$ cat src/pkg/lc_pkg.sv
package lc_pkg;

	// ----------------------------------------------------------------
	// widths and depths
	// ----------------------------------------------------------------
	localparam int DW        = 8;   // datapath and register width
	localparam int ARRAYS    = 2;   // logic arrays per cell
	localparam int PT_IN     = 12;  // inputs per logic array
	localparam int PT_NUM    = 8;   // product terms per array
	localparam int PT_OUT    = 4;   // outputs per array
	localparam int QUEUES    = 2;   // byte queues per datapath
	localparam int Q_DEPTH   = 4;   // bytes per queue
	localparam int Q_PW      = 2;   // queue pointer width
	localparam int Q_CW      = 3;   // queue count width
	localparam int RB_DEPTH  = 2;   // read return buffer entries

	// ----------------------------------------------------------------
	// system bus byte addresses
	// ----------------------------------------------------------------
	localparam logic [2:0] ADDR_ACC0 = 3'h0;
	localparam logic [2:0] ADDR_ACC1 = 3'h1;
	localparam logic [2:0] ADDR_OPR0 = 3'h2;
	localparam logic [2:0] ADDR_OPR1 = 3'h3;
	localparam logic [2:0] ADDR_BQ0  = 3'h4;
	localparam logic [2:0] ADDR_BQ1  = 3'h5;

	// ----------------------------------------------------------------
	// reset values
	// ----------------------------------------------------------------
	localparam logic [DW-1:0] REG_RST = 8'h00;
	localparam logic [DW-1:0] RD_NONE = 8'h00;  // unmapped or empty read

	// ----------------------------------------------------------------
	// datapath encodings
	// ----------------------------------------------------------------
	typedef enum logic [2:0] {
		OP_PASS = 3'h0,
		OP_INC  = 3'h1,
		OP_DEC  = 3'h2,
		OP_ADD  = 3'h3,
		OP_SUB  = 3'h4,
		OP_AND  = 3'h5,
		OP_OR   = 3'h6,
		OP_XOR  = 3'h7
	} lc_op_t;

	// working register index: accumulators 0/1, operand registers 2/3
	localparam logic [1:0] WR_ACC0 = 2'h0;
	localparam logic [1:0] WR_ACC1 = 2'h1;
	localparam logic [1:0] WR_OPR0 = 2'h2;
	localparam logic [1:0] WR_OPR1 = 2'h3;

	// queue capture source in output mode
	localparam logic [1:0] QS_ACC0 = 2'h0;
	localparam logic [1:0] QS_ACC1 = 2'h1;
	localparam logic [1:0] QS_ALU  = 2'h2;

	// queue direction
	localparam logic QM_IN  = 1'b0;  // bus writes, datapath reads
	localparam logic QM_OUT = 1'b1;  // datapath writes, bus reads

endpackage

$ cat src/hdl/lc_logic_cell.sv
`timescale 1ns/1ps
// Overview of operation
// two independent sum-of-products arrays fed from the routing fabric
// each array takes twelve inputs shared by eight product terms
// product term ANDs one to twelve inputs, each true or complemented
// each output ORs up to eight terms; OR width fixed at eight
// each array output selectable as combinational or registered
// eight-bit single-cycle ALU with compare and condition logic
// four working registers reachable by firmware or DMA over the bus
// accumulators are ALU sources and sinks and compare sources
// operand registers are ALU and compare sources only, never ALU sinks
// two byte queues, four bytes deep, between bus and datapath
// queue loads operand/accumulator registers or captures accumulator/ALU
// each queue independently an input or an output buffer
// all registers and queue entries one byte; one byte per bus access
module lc_logic_cell
	import lc_pkg::*;
(
	// clock and reset
	input  wire logic                             MCLK,
	input  wire logic                             RST_N,
	// logic arrays: routing inputs and configuration
	input  wire logic [ARRAYS*PT_IN-1:0]          PLD_IN,
	input  wire logic [ARRAYS*PT_NUM*PT_IN-1:0]   PLD_TRUE_SEL,
	input  wire logic [ARRAYS*PT_NUM*PT_IN-1:0]   PLD_COMP_SEL,
	input  wire logic [ARRAYS*PT_OUT*PT_NUM-1:0]  PLD_OR_SEL,
	input  wire logic [ARRAYS*PT_OUT-1:0]         PLD_REG_SEL,
	output logic      [ARRAYS*PT_OUT-1:0]         PLD_OUT,
	// datapath control from the routing fabric
	input  wire logic                             DP_EXEC,
	input  wire logic [2:0]                       DP_OP,
	input  wire logic                             DP_SRCA,
	input  wire logic [1:0]                       DP_SRCB,
	input  wire logic                             DP_DST,
	input  wire logic [QUEUES-1:0]                DP_Q_MODE,
	input  wire logic [QUEUES-1:0]                DP_Q_LOAD,
	input  wire logic [QUEUES*2-1:0]              DP_Q_LOAD_DST,
	input  wire logic [QUEUES-1:0]                DP_Q_CAPT,
	input  wire logic [QUEUES*2-1:0]              DP_Q_CAPT_SRC,
	// datapath conditions
	output logic      [DW-1:0]                    DP_ALU_OUT,
	output logic      [1:0]                       DP_CMP_EQ,
	output logic      [1:0]                       DP_CMP_LT,
	output logic                                  DP_ZERO,
	output logic                                  DP_ONES,
	output logic      [QUEUES-1:0]                DP_Q_EMPTY,
	output logic      [QUEUES-1:0]                DP_Q_FULL,
	// system bus byte port
	input  wire logic [2:0]                       BUS_ADDR,
	input  wire logic                             BUS_WR,
	input  wire logic [DW-1:0]                    BUS_WDATA,
	input  wire logic                             BUS_RD,
	output logic                                  BUS_RD_READY,
	output logic                                  BUS_RVALID,
	input  wire logic                             BUS_RREADY,
	output logic      [DW-1:0]                    BUS_RDATA
);

	// ----------------------------------------------------------------
	// logic arrays
	// ----------------------------------------------------------------
	logic [ARRAYS*PT_OUT-1:0] pld_comb;
	logic [ARRAYS*PT_OUT-1:0] pld_q_r;

	genvar ga, gt, go;
	generate
		for (ga = 0; ga < ARRAYS; ga++) begin : g_arr
			logic [PT_IN-1:0]  in_v;
			logic [PT_NUM-1:0] pterm;
			assign in_v = PLD_IN[ga*PT_IN +: PT_IN];
			for (gt = 0; gt < PT_NUM; gt++) begin : g_term
				logic [PT_IN-1:0] tsel;
				logic [PT_IN-1:0] csel;
				assign tsel = PLD_TRUE_SEL[(ga*PT_NUM+gt)*PT_IN +: PT_IN];
				assign csel = PLD_COMP_SEL[(ga*PT_NUM+gt)*PT_IN +: PT_IN];
				// a term with no input selected stays low instead of always true
				assign pterm[gt] = (|(tsel | csel)) &
					(&((~tsel | in_v) & (~csel | ~in_v)));
			end
			for (go = 0; go < PT_OUT; go++) begin : g_out
				// every output sees all eight terms
				assign pld_comb[ga*PT_OUT+go] =
					|(pterm & PLD_OR_SEL[(ga*PT_OUT+go)*PT_NUM +: PT_NUM]);
			end
		end
	endgenerate

	// registered copy of every array output
	always_ff @(posedge MCLK) begin
		if (!RST_N) begin
			pld_q_r <= '0;
		end else begin
			pld_q_r <= pld_comb;
		end
	end

	// combinational mode bypasses the flop by design
	assign PLD_OUT = (PLD_REG_SEL & pld_q_r) | (~PLD_REG_SEL & pld_comb);

	// ----------------------------------------------------------------
	// ALU
	// ----------------------------------------------------------------
	logic [DW-1:0] wreg_r [4];
	logic [DW-1:0] opa;
	logic [DW-1:0] opb;
	logic [DW-1:0] alu_res;

	assign opa = DP_SRCA ? wreg_r[WR_ACC1] : wreg_r[WR_ACC0];
	assign opb = wreg_r[DP_SRCB];

	// single-cycle result, written back on the same edge
	always_comb begin
		unique case (lc_op_t'(DP_OP))
			OP_PASS: alu_res = opa;
			OP_INC:  alu_res = opa + 8'h01;
			OP_DEC:  alu_res = opa - 8'h01;
			OP_ADD:  alu_res = opa + opb;
			OP_SUB:  alu_res = opa - opb;
			OP_AND:  alu_res = opa & opb;
			OP_OR:   alu_res = opa | opb;
			OP_XOR:  alu_res = opa ^ opb;
		endcase
	end

	// compare and condition flags
	always_ff @(posedge MCLK) begin
		if (!RST_N) begin
			DP_ALU_OUT <= REG_RST;
			DP_CMP_EQ  <= 2'h0;
			DP_CMP_LT  <= 2'h0;
			DP_ZERO    <= 1'b0;
			DP_ONES    <= 1'b0;
		end else begin
			DP_ALU_OUT <= alu_res;
			DP_CMP_EQ  <= {wreg_r[WR_ACC1] == wreg_r[WR_OPR1],
			               wreg_r[WR_ACC0] == wreg_r[WR_OPR0]};
			DP_CMP_LT  <= {wreg_r[WR_ACC1] <  wreg_r[WR_OPR1],
			               wreg_r[WR_ACC0] <  wreg_r[WR_OPR0]};
			DP_ZERO    <= alu_res == 8'h00;
			DP_ONES    <= alu_res == 8'hFF;
		end
	end

	// ----------------------------------------------------------------
	// byte queues
	// ----------------------------------------------------------------
	logic [DW-1:0]     q_mem_r  [QUEUES][Q_DEPTH];
	logic [Q_PW-1:0]   q_wp_r   [QUEUES];
	logic [Q_PW-1:0]   q_rp_r   [QUEUES];
	logic [Q_CW-1:0]   q_cnt_r  [QUEUES];
	logic [DW-1:0]     q_head   [QUEUES];
	logic [QUEUES-1:0] q_push;
	logic [QUEUES-1:0] q_pop;
	logic [DW-1:0]     q_wdata  [QUEUES];
	logic              rd_take;

	genvar gq;
	generate
		for (gq = 0; gq < QUEUES; gq++) begin : g_q
			logic mode_out;
			logic empty;
			logic full;
			logic bus_hit;
			logic [1:0] csrc;
			assign mode_out = DP_Q_MODE[gq];
			assign empty    = q_cnt_r[gq] == 3'h0;
			assign full     = q_cnt_r[gq] == 3'(Q_DEPTH);
			assign bus_hit  = BUS_ADDR == (ADDR_BQ0 + 3'(gq));
			assign csrc     = DP_Q_CAPT_SRC[gq*2 +: 2];
			assign q_head[gq] = q_mem_r[gq][q_rp_r[gq]];
			// pushes and pops on a full or empty queue are dropped
			assign q_push[gq] = !full & (mode_out ? DP_Q_CAPT[gq]
			                                      : (BUS_WR & bus_hit));
			assign q_pop[gq]  = !empty & (mode_out ? (rd_take & bus_hit)
			                                       : DP_Q_LOAD[gq]);
			// capture from an accumulator or the ALU result
			assign q_wdata[gq] = !mode_out ? BUS_WDATA :
				(csrc == QS_ALU)  ? alu_res :
				(csrc == QS_ACC1) ? wreg_r[WR_ACC1] : wreg_r[WR_ACC0];

			// queue storage and pointers
			always_ff @(posedge MCLK) begin
				if (!RST_N) begin
					q_wp_r[gq]  <= '0;
					q_rp_r[gq]  <= '0;
					q_cnt_r[gq] <= '0;
				end else begin
					if (q_push[gq]) begin
						q_mem_r[gq][q_wp_r[gq]] <= q_wdata[gq];
						q_wp_r[gq] <= q_wp_r[gq] + 2'h1;
					end
					if (q_pop[gq]) begin
						q_rp_r[gq] <= q_rp_r[gq] + 2'h1;
					end
					q_cnt_r[gq] <= q_cnt_r[gq] + 3'(q_push[gq]) - 3'(q_pop[gq]);
				end
			end

			// status flags registered for the fabric
			always_ff @(posedge MCLK) begin
				if (!RST_N) begin
					DP_Q_EMPTY[gq] <= 1'b1;
					DP_Q_FULL[gq]  <= 1'b0;
				end else begin
					DP_Q_EMPTY[gq] <= (q_cnt_r[gq] + 3'(q_push[gq]) - 3'(q_pop[gq])) == 3'h0;
					DP_Q_FULL[gq]  <= (q_cnt_r[gq] + 3'(q_push[gq]) - 3'(q_pop[gq]))
					                  == 3'(Q_DEPTH);
				end
			end
		end
	endgenerate

	// ----------------------------------------------------------------
	// working registers
	// ----------------------------------------------------------------
	// priority: bus write, then queue 1 load, queue 0 load, then ALU sink
	always_ff @(posedge MCLK) begin
		if (!RST_N) begin
			for (int i = 0; i < 4; i++) begin
				wreg_r[i] <= REG_RST;
			end
		end else begin
			for (int i = 0; i < 4; i++) begin
				if (BUS_WR && BUS_ADDR == 3'(i)) begin
					wreg_r[i] <= BUS_WDATA;
				end else if (q_pop[1] && !DP_Q_MODE[1] && DP_Q_LOAD_DST[3:2] == 2'(i)) begin
					wreg_r[i] <= q_head[1];
				end else if (q_pop[0] && !DP_Q_MODE[0] && DP_Q_LOAD_DST[1:0] == 2'(i)) begin
					wreg_r[i] <= q_head[0];
				end else if (DP_EXEC && i < 2 && DP_DST == i[0]) begin
					wreg_r[i] <= alu_res;
				end
			end
		end
	end

	// ----------------------------------------------------------------
	// bus read return buffer
	// ----------------------------------------------------------------
	logic [DW-1:0] rd_sel;
	logic [DW-1:0] rb_r [RB_DEPTH];
	logic [1:0]    rb_cnt_r;
	logic [1:0]    rb_cnt_nxt;
	logic          rb_drain;

	// read of an empty queue or an unmapped address returns zero
	always_comb begin
		unique case (BUS_ADDR)
			ADDR_ACC0, ADDR_ACC1, ADDR_OPR0, ADDR_OPR1: rd_sel = wreg_r[BUS_ADDR[1:0]];
			ADDR_BQ0: rd_sel = q_cnt_r[0] != 3'h0 ? q_head[0] : RD_NONE;
			ADDR_BQ1: rd_sel = q_cnt_r[1] != 3'h0 ? q_head[1] : RD_NONE;
			default:  rd_sel = RD_NONE;
		endcase
	end

	// ready is registered from the next count, so it does not lag and never overfills
	assign rd_take    = BUS_RD & BUS_RD_READY;
	assign rb_drain   = BUS_RVALID & BUS_RREADY;
	assign rb_cnt_nxt = rb_cnt_r + 2'(rd_take) - 2'(rb_drain);

	// two entries: head drives the port, second absorbs a stall
	always_ff @(posedge MCLK) begin
		if (!RST_N) begin
			rb_cnt_r     <= 2'h0;
			rb_r[0]      <= RD_NONE;
			rb_r[1]      <= RD_NONE;
			BUS_RD_READY <= 1'b1;
			BUS_RVALID   <= 1'b0;
			BUS_RDATA    <= RD_NONE;
		end else begin
			rb_cnt_r     <= rb_cnt_nxt;
			BUS_RD_READY <= rb_cnt_nxt < 2'(RB_DEPTH);
			BUS_RVALID   <= rb_cnt_nxt != 2'h0;
			if (rb_drain) begin
				rb_r[0] <= (rd_take && rb_cnt_r == 2'h1) ? rd_sel : rb_r[1];
			end else if (rd_take && rb_cnt_r == 2'h0) begin
				rb_r[0] <= rd_sel;
			end
			if (rd_take && rb_cnt_nxt == 2'h2) begin
				rb_r[1] <= rd_sel;
			end
			if (rb_drain) begin
				BUS_RDATA <= (rd_take && rb_cnt_r == 2'h1) ? rd_sel : rb_r[1];
			end else if (rd_take && rb_cnt_r == 2'h0) begin
				BUS_RDATA <= rd_sel;
			end
		end
	end

endmodule

$ cat config.mk
export PLATFORM = sky130hd
export DESIGN_NAME = lc_logic_cell
export DESIGN_NICKNAME = d
export VERILOG_FILES = /design/src/pkg/lc_pkg.sv /design/src/hdl/lc_logic_cell.sv
export SDC_FILE = /design/constraint.sdc
export NUM_CORES = 1
export LEC_CHECK = 0
export ABC_CLOCK_PERIOD_IN_PS = 5800
export BUFFER_PORTS_ARGS = -buffer_cell sky130_fd_sc_hd__buf_4
export CORE_AREA = 2 2 216 218
export DETAILED_ROUTE_END_ITERATION = 12
export DIE_AREA = 0 0 218 220
export PLACE_DENSITY_LB_ADDON = 0.08
export SLEW_MARGIN = 20
export SYNTH_ARGS = -nofsm -noshare
export SYNTH_HDL_FRONTEND = slang
export SYNTH_SLANG_ARGS = --single-unit
$ cat constraint.sdc
create_clock -name MCLK -period 5.8 [get_ports MCLK]
set_input_delay 0.87 -clock MCLK [delete_from_list [all_inputs] [get_ports MCLK]]
set_output_delay 0.87 -clock MCLK [all_outputs]
set_load 0.03 [all_outputs]
# ---- After elaboration in Yosys (flattened, before gate mapping)
# Memories as Yosys holds them, arrays and structs flattened.
# Cells that the tools add are included.
dict set report op_classes {
  n_lt_le_gt_ge 9
  n_mux 137
  n_bitwise 167
  n_eq_ne 31
  addsub 14
  n_reduce_logical 82
}
# cell count
set op_table {}
lappend op_table {{12-bit bitwise OR} 48}
lappend op_table {{12-bit inverter} 34}
lappend op_table {{8-bit two-way mux} 35}
lappend op_table {{12-bit AND} 16}
lappend op_table {{12-bit AND reduction} 16}
lappend op_table {{12-bit OR reduction} 16}
lappend op_table {{8-bit AND} 11}
lappend op_table {{1-bit two-way mux} 88}
lappend op_table {{32-bit two-way mux} 2}
lappend op_table {{8-bit one-hot mux with 8 select lines} 1}
lappend op_table {{8-bit OR reduction} 8}
lappend op_table {{8-bit binary-select mux with 2-bit select} 2}
lappend op_table {{8-bit demux with 2-bit select} 2}
lappend op_table {{3-bit == test (second input constant)} 10}
lappend op_table {{1-bit AND} 26}
lappend op_table {{8-bit one-hot mux with 3 select lines} 1}
lappend op_table {{1-bit bitwise OR} 23}
lappend op_table {{1-bit logical AND} 21}
lappend op_table {{3-bit logical NOT} 6}
lappend op_table {{8-bit == test} 2}
lappend op_table {{8-bit < comparator} 2}
lappend op_table {{8-bit bitwise OR} 2}
lappend op_table {{2-bit == test (second input constant)} 7}
lappend op_table {{3-bit by 2-bit == test with 1-bit output (second input constant)} 4}
lappend op_table {{other kinds (27)} 57}
dict set report totals {
  inputBits 518
  mem_count 6
  ramBits 126
  out_inout_bits 36
  register_bits 38
  word_cells 460
}
# memory depth word_bits rd rd_clocked_by_memory_dff write_ports line
set memory_table {}
lappend memory_table {q_mem_r 2 32 2 0 2 lc_logic_cell.sv:147} ;# logic [DW-1:0] q_mem_r [QUEUES][Q_DEPTH];
lappend memory_table {wreg_r 4 8 6 0 4 lc_logic_cell.sv:103} ;# logic [DW-1:0] wreg_r [4];
lappend memory_table {rb_r 2 8 1 0 2 lc_logic_cell.sv:241} ;# logic [DW-1:0] rb_r [RB_DEPTH];
lappend memory_table {q_cnt_r 2 3 2 0 2 lc_logic_cell.sv:150} ;# logic [Q_CW-1:0] q_cnt_r [QUEUES];
lappend memory_table {q_rp_r 2 2 2 0 2 lc_logic_cell.sv:149} ;# logic [Q_PW-1:0] q_rp_r [QUEUES];
lappend memory_table {q_wp_r 2 2 2 0 2 lc_logic_cell.sv:148} ;# logic [Q_PW-1:0] q_wp_r [QUEUES];

# ---- Logic depth before layout (Yosys ltp)
# Gate-level depths: netlist (run 1).
dict set report logic_depth {
  ltp_word 13
  ltp_mapped 16
  ltp_nobuf 15
}

# ---- Worst setup path after synthesis (run 1)
# Ideal clock, no wire load.
dict set report synth_path {
  path_type {input-to-reg}
  startpoint {input port DP_SRCB[0]}
  endpoint {memory q_mem_r[0][38] (netlist bit) (data pin)}
  setup_time_ns 0.266
  arrival_time_ns 4.172
  slack_ns 1.361
  path_buffers 1
  required_time_ns 5.534
  path_stages 16
  path_cell_list {buf_6 -> mux4_1 -> inv_1 -> ha_1 -> nand2_1 -> nand2_1 -> o21ai_0 -> fa_1 -> a21o_1 -> a21o_1 -> a21o_1 -> a311oi_1 -> mux2i_1 -> o22ai_1 -> a21oi_1 -> mux2_2}
}
# item line
set synth_lines {}
lappend synth_lines {{start: declaration} lc_logic_cell.sv:33} ;# input wire logic [1:0] DP_SRCB,
lappend synth_lines {{end: declaration} lc_logic_cell.sv:147}

==> summary.txt, run 1 <==
Slew margin rel.: 21.0%
Nets: 2443
Slew Viols, Final: 0
Hold buffers post-CTS: 0
Starting Density: 28.3%
Crit path time final: 4.53 ns
Fmax: 221 MHz
Critical path peak fanout: 8
All-Layer GR Usage: 31.2%
Final WL: 76400 um
Ys flop type: edfxtp_1
Total negative slack: 0 ns
Reg2Reg Depth: 14
CP required: 5.98 ns
Syn-to-layout area delta: 42.0%
Max Buffers Root-to-Sink: 2
CP endpoint kind: flip-flop
Final-report setup violation count: 0
Resized cells post-CTS: 0
Worst Tran Pin Value: 1.17 ns
Yosys warning total: 0
Status: complete, no violations
Final Cell Area: 0.0184 mm^2
Hold Violations, Final: 0
Die ar.: 0.0480 mm^2
Worst reg2reg path startpoint: wreg_r[1][0]$_SDFFCE_PN0P_
Sequential share of the synthesized area: 32.7%
Worst-path clk slew: 0.08 ns
Vias in the first global route: 14200
Clock network power share: 27.1%
Core area: 0.0459 mm^2
Arr. time, crit path: 4.70 ns
Skew final: 0.0121 ns
Post-route ant nets: 0
CP Launch Type: input pin
# H-tree levels: 4
CP Capture Point: wreg_r[1][5]$_SDFFCE_PN0P_
Multi-input gate area: 0.00825 mm^2
Worst min-delay path class: reg -> reg
Die H: 220 um
Share of layout cells above drive strength 1: 35.4%
FF+latch area: 0.00424 mm^2
Pre-CTS setup slack: 0.789 ns
R2R Setup Slk: 1.40 ns
First-pass GRT wire length: 105000 um
Worst-skew pair later-pin latency: 0.46 ns
Ys async rst share: 0%
Post-DP HPWL: 64700 um
Tot Pwr: 4.41 mW
Area after DPL: 0.0177 mm^2
Post-CTS setup buffers: 0
Sequential Power Share: 33.3%
DRT iter0 DRCs: 903
Static Leak: 8.00 nW
Post-synth EDFFs: 112
Final setup margin: 1.27 ns
Ports: 554
Period utilization: 78.0%
Worst VDD drop: 0.218 mV
CP startpoint: DP_SRCB[0]
Final Util: 40.2%
Synthesized area: 0.0130 mm^2
Mapped Cells: 1344
Avg Inst Size Synth: 9.65 um^2
Hold Path Cell Cnt: 2
Largest net degree at the start of global routing: 47
GP Congestion: 1.05
Reg-to-reg endpoint: wreg_r[1][5]$_SDFFCE_PN0P_
Residual DRC: 0
Crit path kind: in -> reg
Pwr dens: 240 mW/mm^2
Root buf cell: clkbuf_16
Fillers: 4707
Unrepaired setup endpoints after global routing: false
Routed WL per cell: 30.5 um
CTS tree: done
Logic pwr share: 39.7%
Sw power: 1.69 mW
Vias per cell: 5.60
Clock sinks: 156
Port Buf Inserts: 553
1st-pass router iterations: 5
Max-Cap Viols: 0
Syn Nets: 1919
Total CTS buffers: 17
Initial antenna violation count: 26
Switching share of power: 38.3%
Die X-Extent: 218 um
Flops & latches, synth: 156
Vias: 14000
Gr ovfl total: 0
Pint: 2.72 mW
Netlist cell types: 65
Row count: 79
[power groups by stage]
| stage | logic, mW | clock network (mW) | registers (mW) |
|---|---|---|---|
| floorplan | 0.902 | 0 | 1.51 |
| global placement | 1.74 | 0 | 1.49 |
| detailed placement | 1.74 | 0 | 1.49 |
| CTS | 1.75 | 1.21 | 1.47 |
| global route | 1.89 | 1.25 | 1.49 |
| finish | 1.75 | 1.19 | 1.47 |
[cells by family after synthesis]
family	after synthesis	synth area share, %
AND/OR/NAND/NOR	468	19.5
multiplexers	276	24.8
AO/OA/AOI/OAI	238	12.1
flip-flops	156	32.7
buffers and inverters	131	3.90
adder cells (fa/ha/maj)	57	5.67
XOR/XNOR	18	1.22
[area by class of cell]
type	count	area share, %
Antenna cell	15	0.204
Clock buffer	17	2.31
Multi-Input combinational cell	1057	44.8
Timing Repair Buffer	567	23.1
Inverter	69	1.41
Sequential cell	156	23.0
Clock inverter	15	0.992
Tap cell	607	4.12
[registers in the layout (all words and copies together), names as in the netlist, 2 cells and up]
signal	flops
q_mem_r	64
wreg_r	32
BUS_RDATA	8
DP_ALU_OUT	8
pld_q_r	8
rb_r	8
q_cnt_r	6
q_rp_r	4
q_wp_r	4
DP_CMP_EQ	2
DP_CMP_LT	2
DP_Q_EMPTY	2
DP_Q_FULL	2
rb_cnt_r	2
[layout by cell type, fill, tap and decap left out, types with 11 or more instances in the layout]
| master | count |
|---|---|
| xnor2_1 | 16 |
| mux2_2 | 19 |
| diode_2 | 15 |
| nor2b_1 | 18 |
| o22ai_1 | 19 |
| nand3_1 | 11 |
| and3_1 | 15 |
| mux2i_1 | 224 |
| a211oi_1 | 20 |
| nor2_1 | 107 |
| dfxtp_1 | 44 |
| buf_4 | 567 |
| nor4_1 | 109 |
| a22oi_1 | 40 |
| o21ai_0 | 50 |
| nand4_1 | 77 |
| clkbuf_16 | 17 |
| a21oi_1 | 46 |
| nand2b_1 | 14 |
| nand2_1 | 69 |
| mux4_2 | 27 |
| ha_1 | 54 |
| edfxtp_1 | 112 |
| inv_1 | 68 |
| and2_1 | 13 |
[critical path, cell delays in order]
cell      delay, ns
buf_4          0.16
mux4_1         0.66
inv_1          0.13
ha_1           0.24
nand3_1        0.11
xnor2_1        0.14
o21ai_0        0.33
ha_1           0.36
nor2b_1        0.15
a311oi_1       0.40
xnor2_1        0.15
mux4_2         0.47
o21ba_2        0.28
inv_1          0.13
o22ai_1        0.10
[layer usage]
metal / GRT usage, % / part of all wire, % / vias to the layer above
met1: 33.3 / 37 / 6808
met3: 9.21 / 8.5 / 147
met2: 56.4 / 50 / 702
li1: - / - / 6347
met5: 0 / 0.12 / -
met4: 14.6 / 4.3 / 16
[worst min path at each step]
stage,start,to
3_3_place_gp,BUS_RDATA[3]$_SDFFE_PN0P_,BUS_RDATA[3]$_SDFFE_PN0P_
6_report,BUS_RDATA[1]$_SDFFE_PN0P_,BUS_RDATA[1]$_SDFFE_PN0P_
5_1_grt,BUS_RDATA[3]$_SDFFE_PN0P_,BUS_RDATA[3]$_SDFFE_PN0P_
4_1_cts,BUS_RDATA[1]$_SDFFE_PN0P_,BUS_RDATA[1]$_SDFFE_PN0P_
2_1_floorplan,q_cnt_r[0][1]$_SDFF_PN0_,q_cnt_r[0][2]$_SDFF_PN0_
3_5_place_dp,BUS_RDATA[1]$_SDFFE_PN0P_,BUS_RDATA[1]$_SDFFE_PN0P_
[synth_stat cells (all sizes together), types with 20 or more instances]
| cell type | n | area share [%] |
|---|---|---|
| nand4 | 77 | 3.7 |
| ha | 54 | 5.2 |
| mux2i | 224 | 17 |
| a22oi | 40 | 2.3 |
| inv | 69 | 2.0 |
| dfxtp | 44 | 6.8 |
| edfxtp | 112 | 26 |
| clkbuf | 51 | 1.5 |
| nand2 | 69 | 2.0 |
| o21ai | 52 | 2.0 |
| nor2 | 108 | 3.1 |
| a21oi | 46 | 1.8 |
| a211oi | 20 | 1.2 |
| nor4 | 115 | 5.8 |
| mux4 | 33 | 5.9 |
[per-stage QoR]
| stage | hold WS, ns | std cells |
|---|---|---|
| finish | 0.499 | 2503 |
| global route | 0.539 | 2500 |
| CTS | 0.511 | 2488 |
| detailed placement | 0.494 | 2456 |
| global placement | 0.478 | 2456 |
| floorplan | 0.621 | 1344 |
No activity file was read; power rests on OpenSTA's default activity.
==> inputs of run 2 (changes only) <==
Settings changed: ABC_CLOCK_PERIOD_IN_PS 5800 to 3900, CORE_AREA 2 2 216 218 to 2 2 219 221, DIE_AREA 0 0 218 220 to 0 0 221 223.
Clock period 5.8 ns to 3.9 ns, I/O delays scaled along.
==> run 2 against run 1 <==
  * Sequential power grew 47%
  * Combinational power grew 65%
  * Hold slack lost 0.0026 ns
  * Wire length grew 1.3%
  * Final area grew 3.5%
  * Sequential cell count is the same
  * Critical path depth is the same
  * Non-clock buffer count grew 84
  * Critical path type is now reg -> reg
==> summary.txt, run 2 (same netlist as run 1, synthesis figures left out) <==
Ports: 554 (unchanged)
CP required: 4.08 ns (was 5.98 ns)
Fmax: 264 MHz
Initial antenna violation count: 27 (was 26)
Tot Pwr: 6.71 mW (was 4.41 mW)
Vias in the first global route: 14800 (was 14200)
Post-route ant nets: 0 (unchanged)
Final WL: 77400 um (was 76400 um)
CP top delay family: compound AO/OA/AOI/OAI gates (was multiplexers)
Crit path time final: 3.78 ns
Worst reg2reg path startpoint: wreg_r[2][0]$_SDFFCE_PN0P_ (was wreg_r[1][0]$_SDFFCE_PN0P_)
Arr. time, crit path: 3.96 ns (was 4.70 ns)
Nets: 2527 (was 2443)
Crit path kind: reg -> reg (was in -> reg)
1st-pass router iterations: 5 (unchanged)
Commonest non-fill, non-tap cell in the layout: buf_4 (unchanged)
Hold Violations, Final: 0 (unchanged)
Worst Tran Pin Value: 1.00 ns (was 1.17 ns)
Max-Cap Viols: 0 (unchanged)
Vias per cell: 5.51 (was 5.60)
CP endpoint kind: flip-flop (unchanged)
Total CTS buffers: 17 (unchanged)
Layout Cells excl Fill: 2598 (was 2503)
Vias: 14300 (was 14000)
Largest register FFs: 64 (unchanged)
First-pass GRT wire length: 108000 um (was 105000 um)
GP Congestion: 1.05 (about the same)
Die ar.: 0.0493 mm^2 (was 0.0480 mm^2)
Period utilization: 97.0%
Unrepaired setup endpoints after global routing: true (was false)
HP Start: BUS_RDATA[4]$_SDFFE_PN0P_ (was BUS_RDATA[1]$_SDFFE_PN0P_)
Syn-to-layout area delta: 47.0% (was 42.0%)
Post-DP HPWL: 66400 um (was 64700 um)
Worst VDD drop: 0.342 mV (was 0.218 mV)
CP Launch Type: flip-flop (was input pin)
Residual DRC: 0 (unchanged)
Routed WL per cell: 29.8 um (was 30.5 um)
Core area: 0.0471 mm^2 (was 0.0459 mm^2)
Worst-skew pair later-pin latency: 0.44 ns (was 0.46 ns)
Static Leak: 8.40 nW (was 8.00 nW)
CTS tree: done (unchanged)
Starting Density: 27.5% (was 28.3%)
Row count: 80 (was 79)
Slowest Stage Delay on Critical Path: 0.56 ns (was 0.66 ns)
Largest net degree at the start of global routing: 33 (was 47)
Pwr dens: 352 mW/mm^2 (was 240 mW/mm^2)
Hold_ws: 0.496 ns (was 0.499 ns)
Port Buf Inserts: 553 (unchanged)
Hold buffers post-CTS: 0 (unchanged)
Slew margin rel.: 32.4% (was 21.0%)
Worst path cell trace: mux4_2 -> inv_2 -> ha_4 -> nand2_1 -> nand2_1 -> o21ai_2 -> fa_2 -> a21o_1 -> a21o_1 -> a21o_1 -> a311oi_2 -> mux2i_1 -> o22ai_2 -> a21oi_2 -> mux2_4 (was buf_4 -> mux4_1 -> inv_1 -> ha_1 -> nand3_1 -> xnor2_1 -> o21ai_0 -> ha_1 -> nor2b_1 -> a311oi_1 -> xnor2_1 -> mux4_2 -> o21ba_2 -> inv_1 -> o22ai_1)
DRT iter0 DRCs: 1057 (was 903)
Critical path peak fanout: 4 (was 8)
# H-tree levels: 4 (unchanged)
Worst min-delay path class: reg -> reg (unchanged)
Gr ovfl total: 0 (unchanged)
Clock sinks: 156 (unchanged)
All-Layer GR Usage: 30.5% (was 31.2%)
Buf/Inv on CP: 1 (was 3)
Dpl cells: 2543 (was 2456)
CP startpoint: wreg_r[2][0]$_SDFFCE_PN0P_ (was DP_SRCB[0])
Slew Viols, Final: 0 (unchanged)
Root buf cell: clkbuf_16 (unchanged)
Die H: 223 um (was 220 um)
Die X-Extent: 221 um (was 218 um)
Most frequent cells in the layout: buf_4 (650), mux2i_1 (224), nor4_1 (113) (was buf_4 (567), mux2i_1 (224), edfxtp_1 (112))
Skew final: 0.0134 ns (was 0.0121 ns)
Max Buffers Root-to-Sink: 2 (unchanged)
Share of layout cells above drive strength 1: 38.8% (was 35.4%)
Worst-path clk slew: 0.07 ns (was 0.08 ns)
Slowest stage cell, crit path: mux4_2 (was mux4_1)
Crit path top cell by count: a21o_1
Status: complete, no violations (unchanged)
Final-report setup violation count: 0 (unchanged)
-- run 2: path summary, 6_finish.rpt --
path | endpoint | slack, ns | depth (start not counted)
max | q_mem_r[0][22]$_DFFE_PP_ | 0.12 | 15
min | BUS_RDATA[4]$_SDFFE_PN0P_ | 0.50 | 2
max reg2reg | q_mem_r[0][22]$_DFFE_PP_ | 0.12 | 15
min reg2reg | BUS_RDATA[4]$_SDFFE_PN0P_ | 0.50 | 2
-- run 2: per-layer routing --
layer	wire length [um]	track usage [%]	up-vias
met2	38400	54.3	678
met1	29300	33.6	6956
met5	95	0	-
met4	4040	15.6	16
met3	5460	7.56	133
li1	-	-	6519
-- run 2: worst register-to-register path, cell delays in order, from the launching register on --
cell      delay, ns
edfxtp_1       0.45
mux4_2         0.56
inv_2          0.11
ha_4           0.12
nand2_1        0.04
nand2_1        0.07
o21ai_2        0.08
fa_2           0.40
a21o_1         0.17
a21o_1         0.17
a21o_1         0.17
a311oi_2       0.30
mux2i_1        0.18
o22ai_2        0.29
a21oi_2        0.11
mux2_4         0.31
-- run 2: final cells by class --
class,instances,area (um^2)
inverters,69,259
multi-input cells,1057,8280
fillers,4839,28100
well taps,615,769
flip-flops and latches,156,4240
diodes,18,45.0
clock inverters,15,146
repair buffers,651,4890
clock buffers,17,425
-- run 2: power breakdown --
part,internal [mW],switching [mW],total (mW)
clock network,0.900,0.765,1.67
logic,1.30,1.59,2.89
registers,2.00,0.155,2.16
total,4.20,2.51,6.71
-- run 2: per-stage QoR --
step	util, %	setup WS, ns	instance area (um^2)	TNS [ns]
6_report	40.4	0.119	19100	0
5_1_grt	40.4	-0.000327	19000	-0.000405
4_1_cts	40.2	0.0171	18900	0
3_5_place_dp	38.9	-0.429	18400	-12.59
3_3_place_gp	38.9	-0.348	18400	-10.61
2_1_floorplan	-	0.0120	13000	0
-- run 2: what timing repair did --
action | in CTS | in global routing
resized for setup | 2 | 21
buffers inserted | 2 | 3
endpoints found under the setup margin | 21 | 34
pin swaps | 2 | 16
endpoints found under the hold margin | 0 | 0
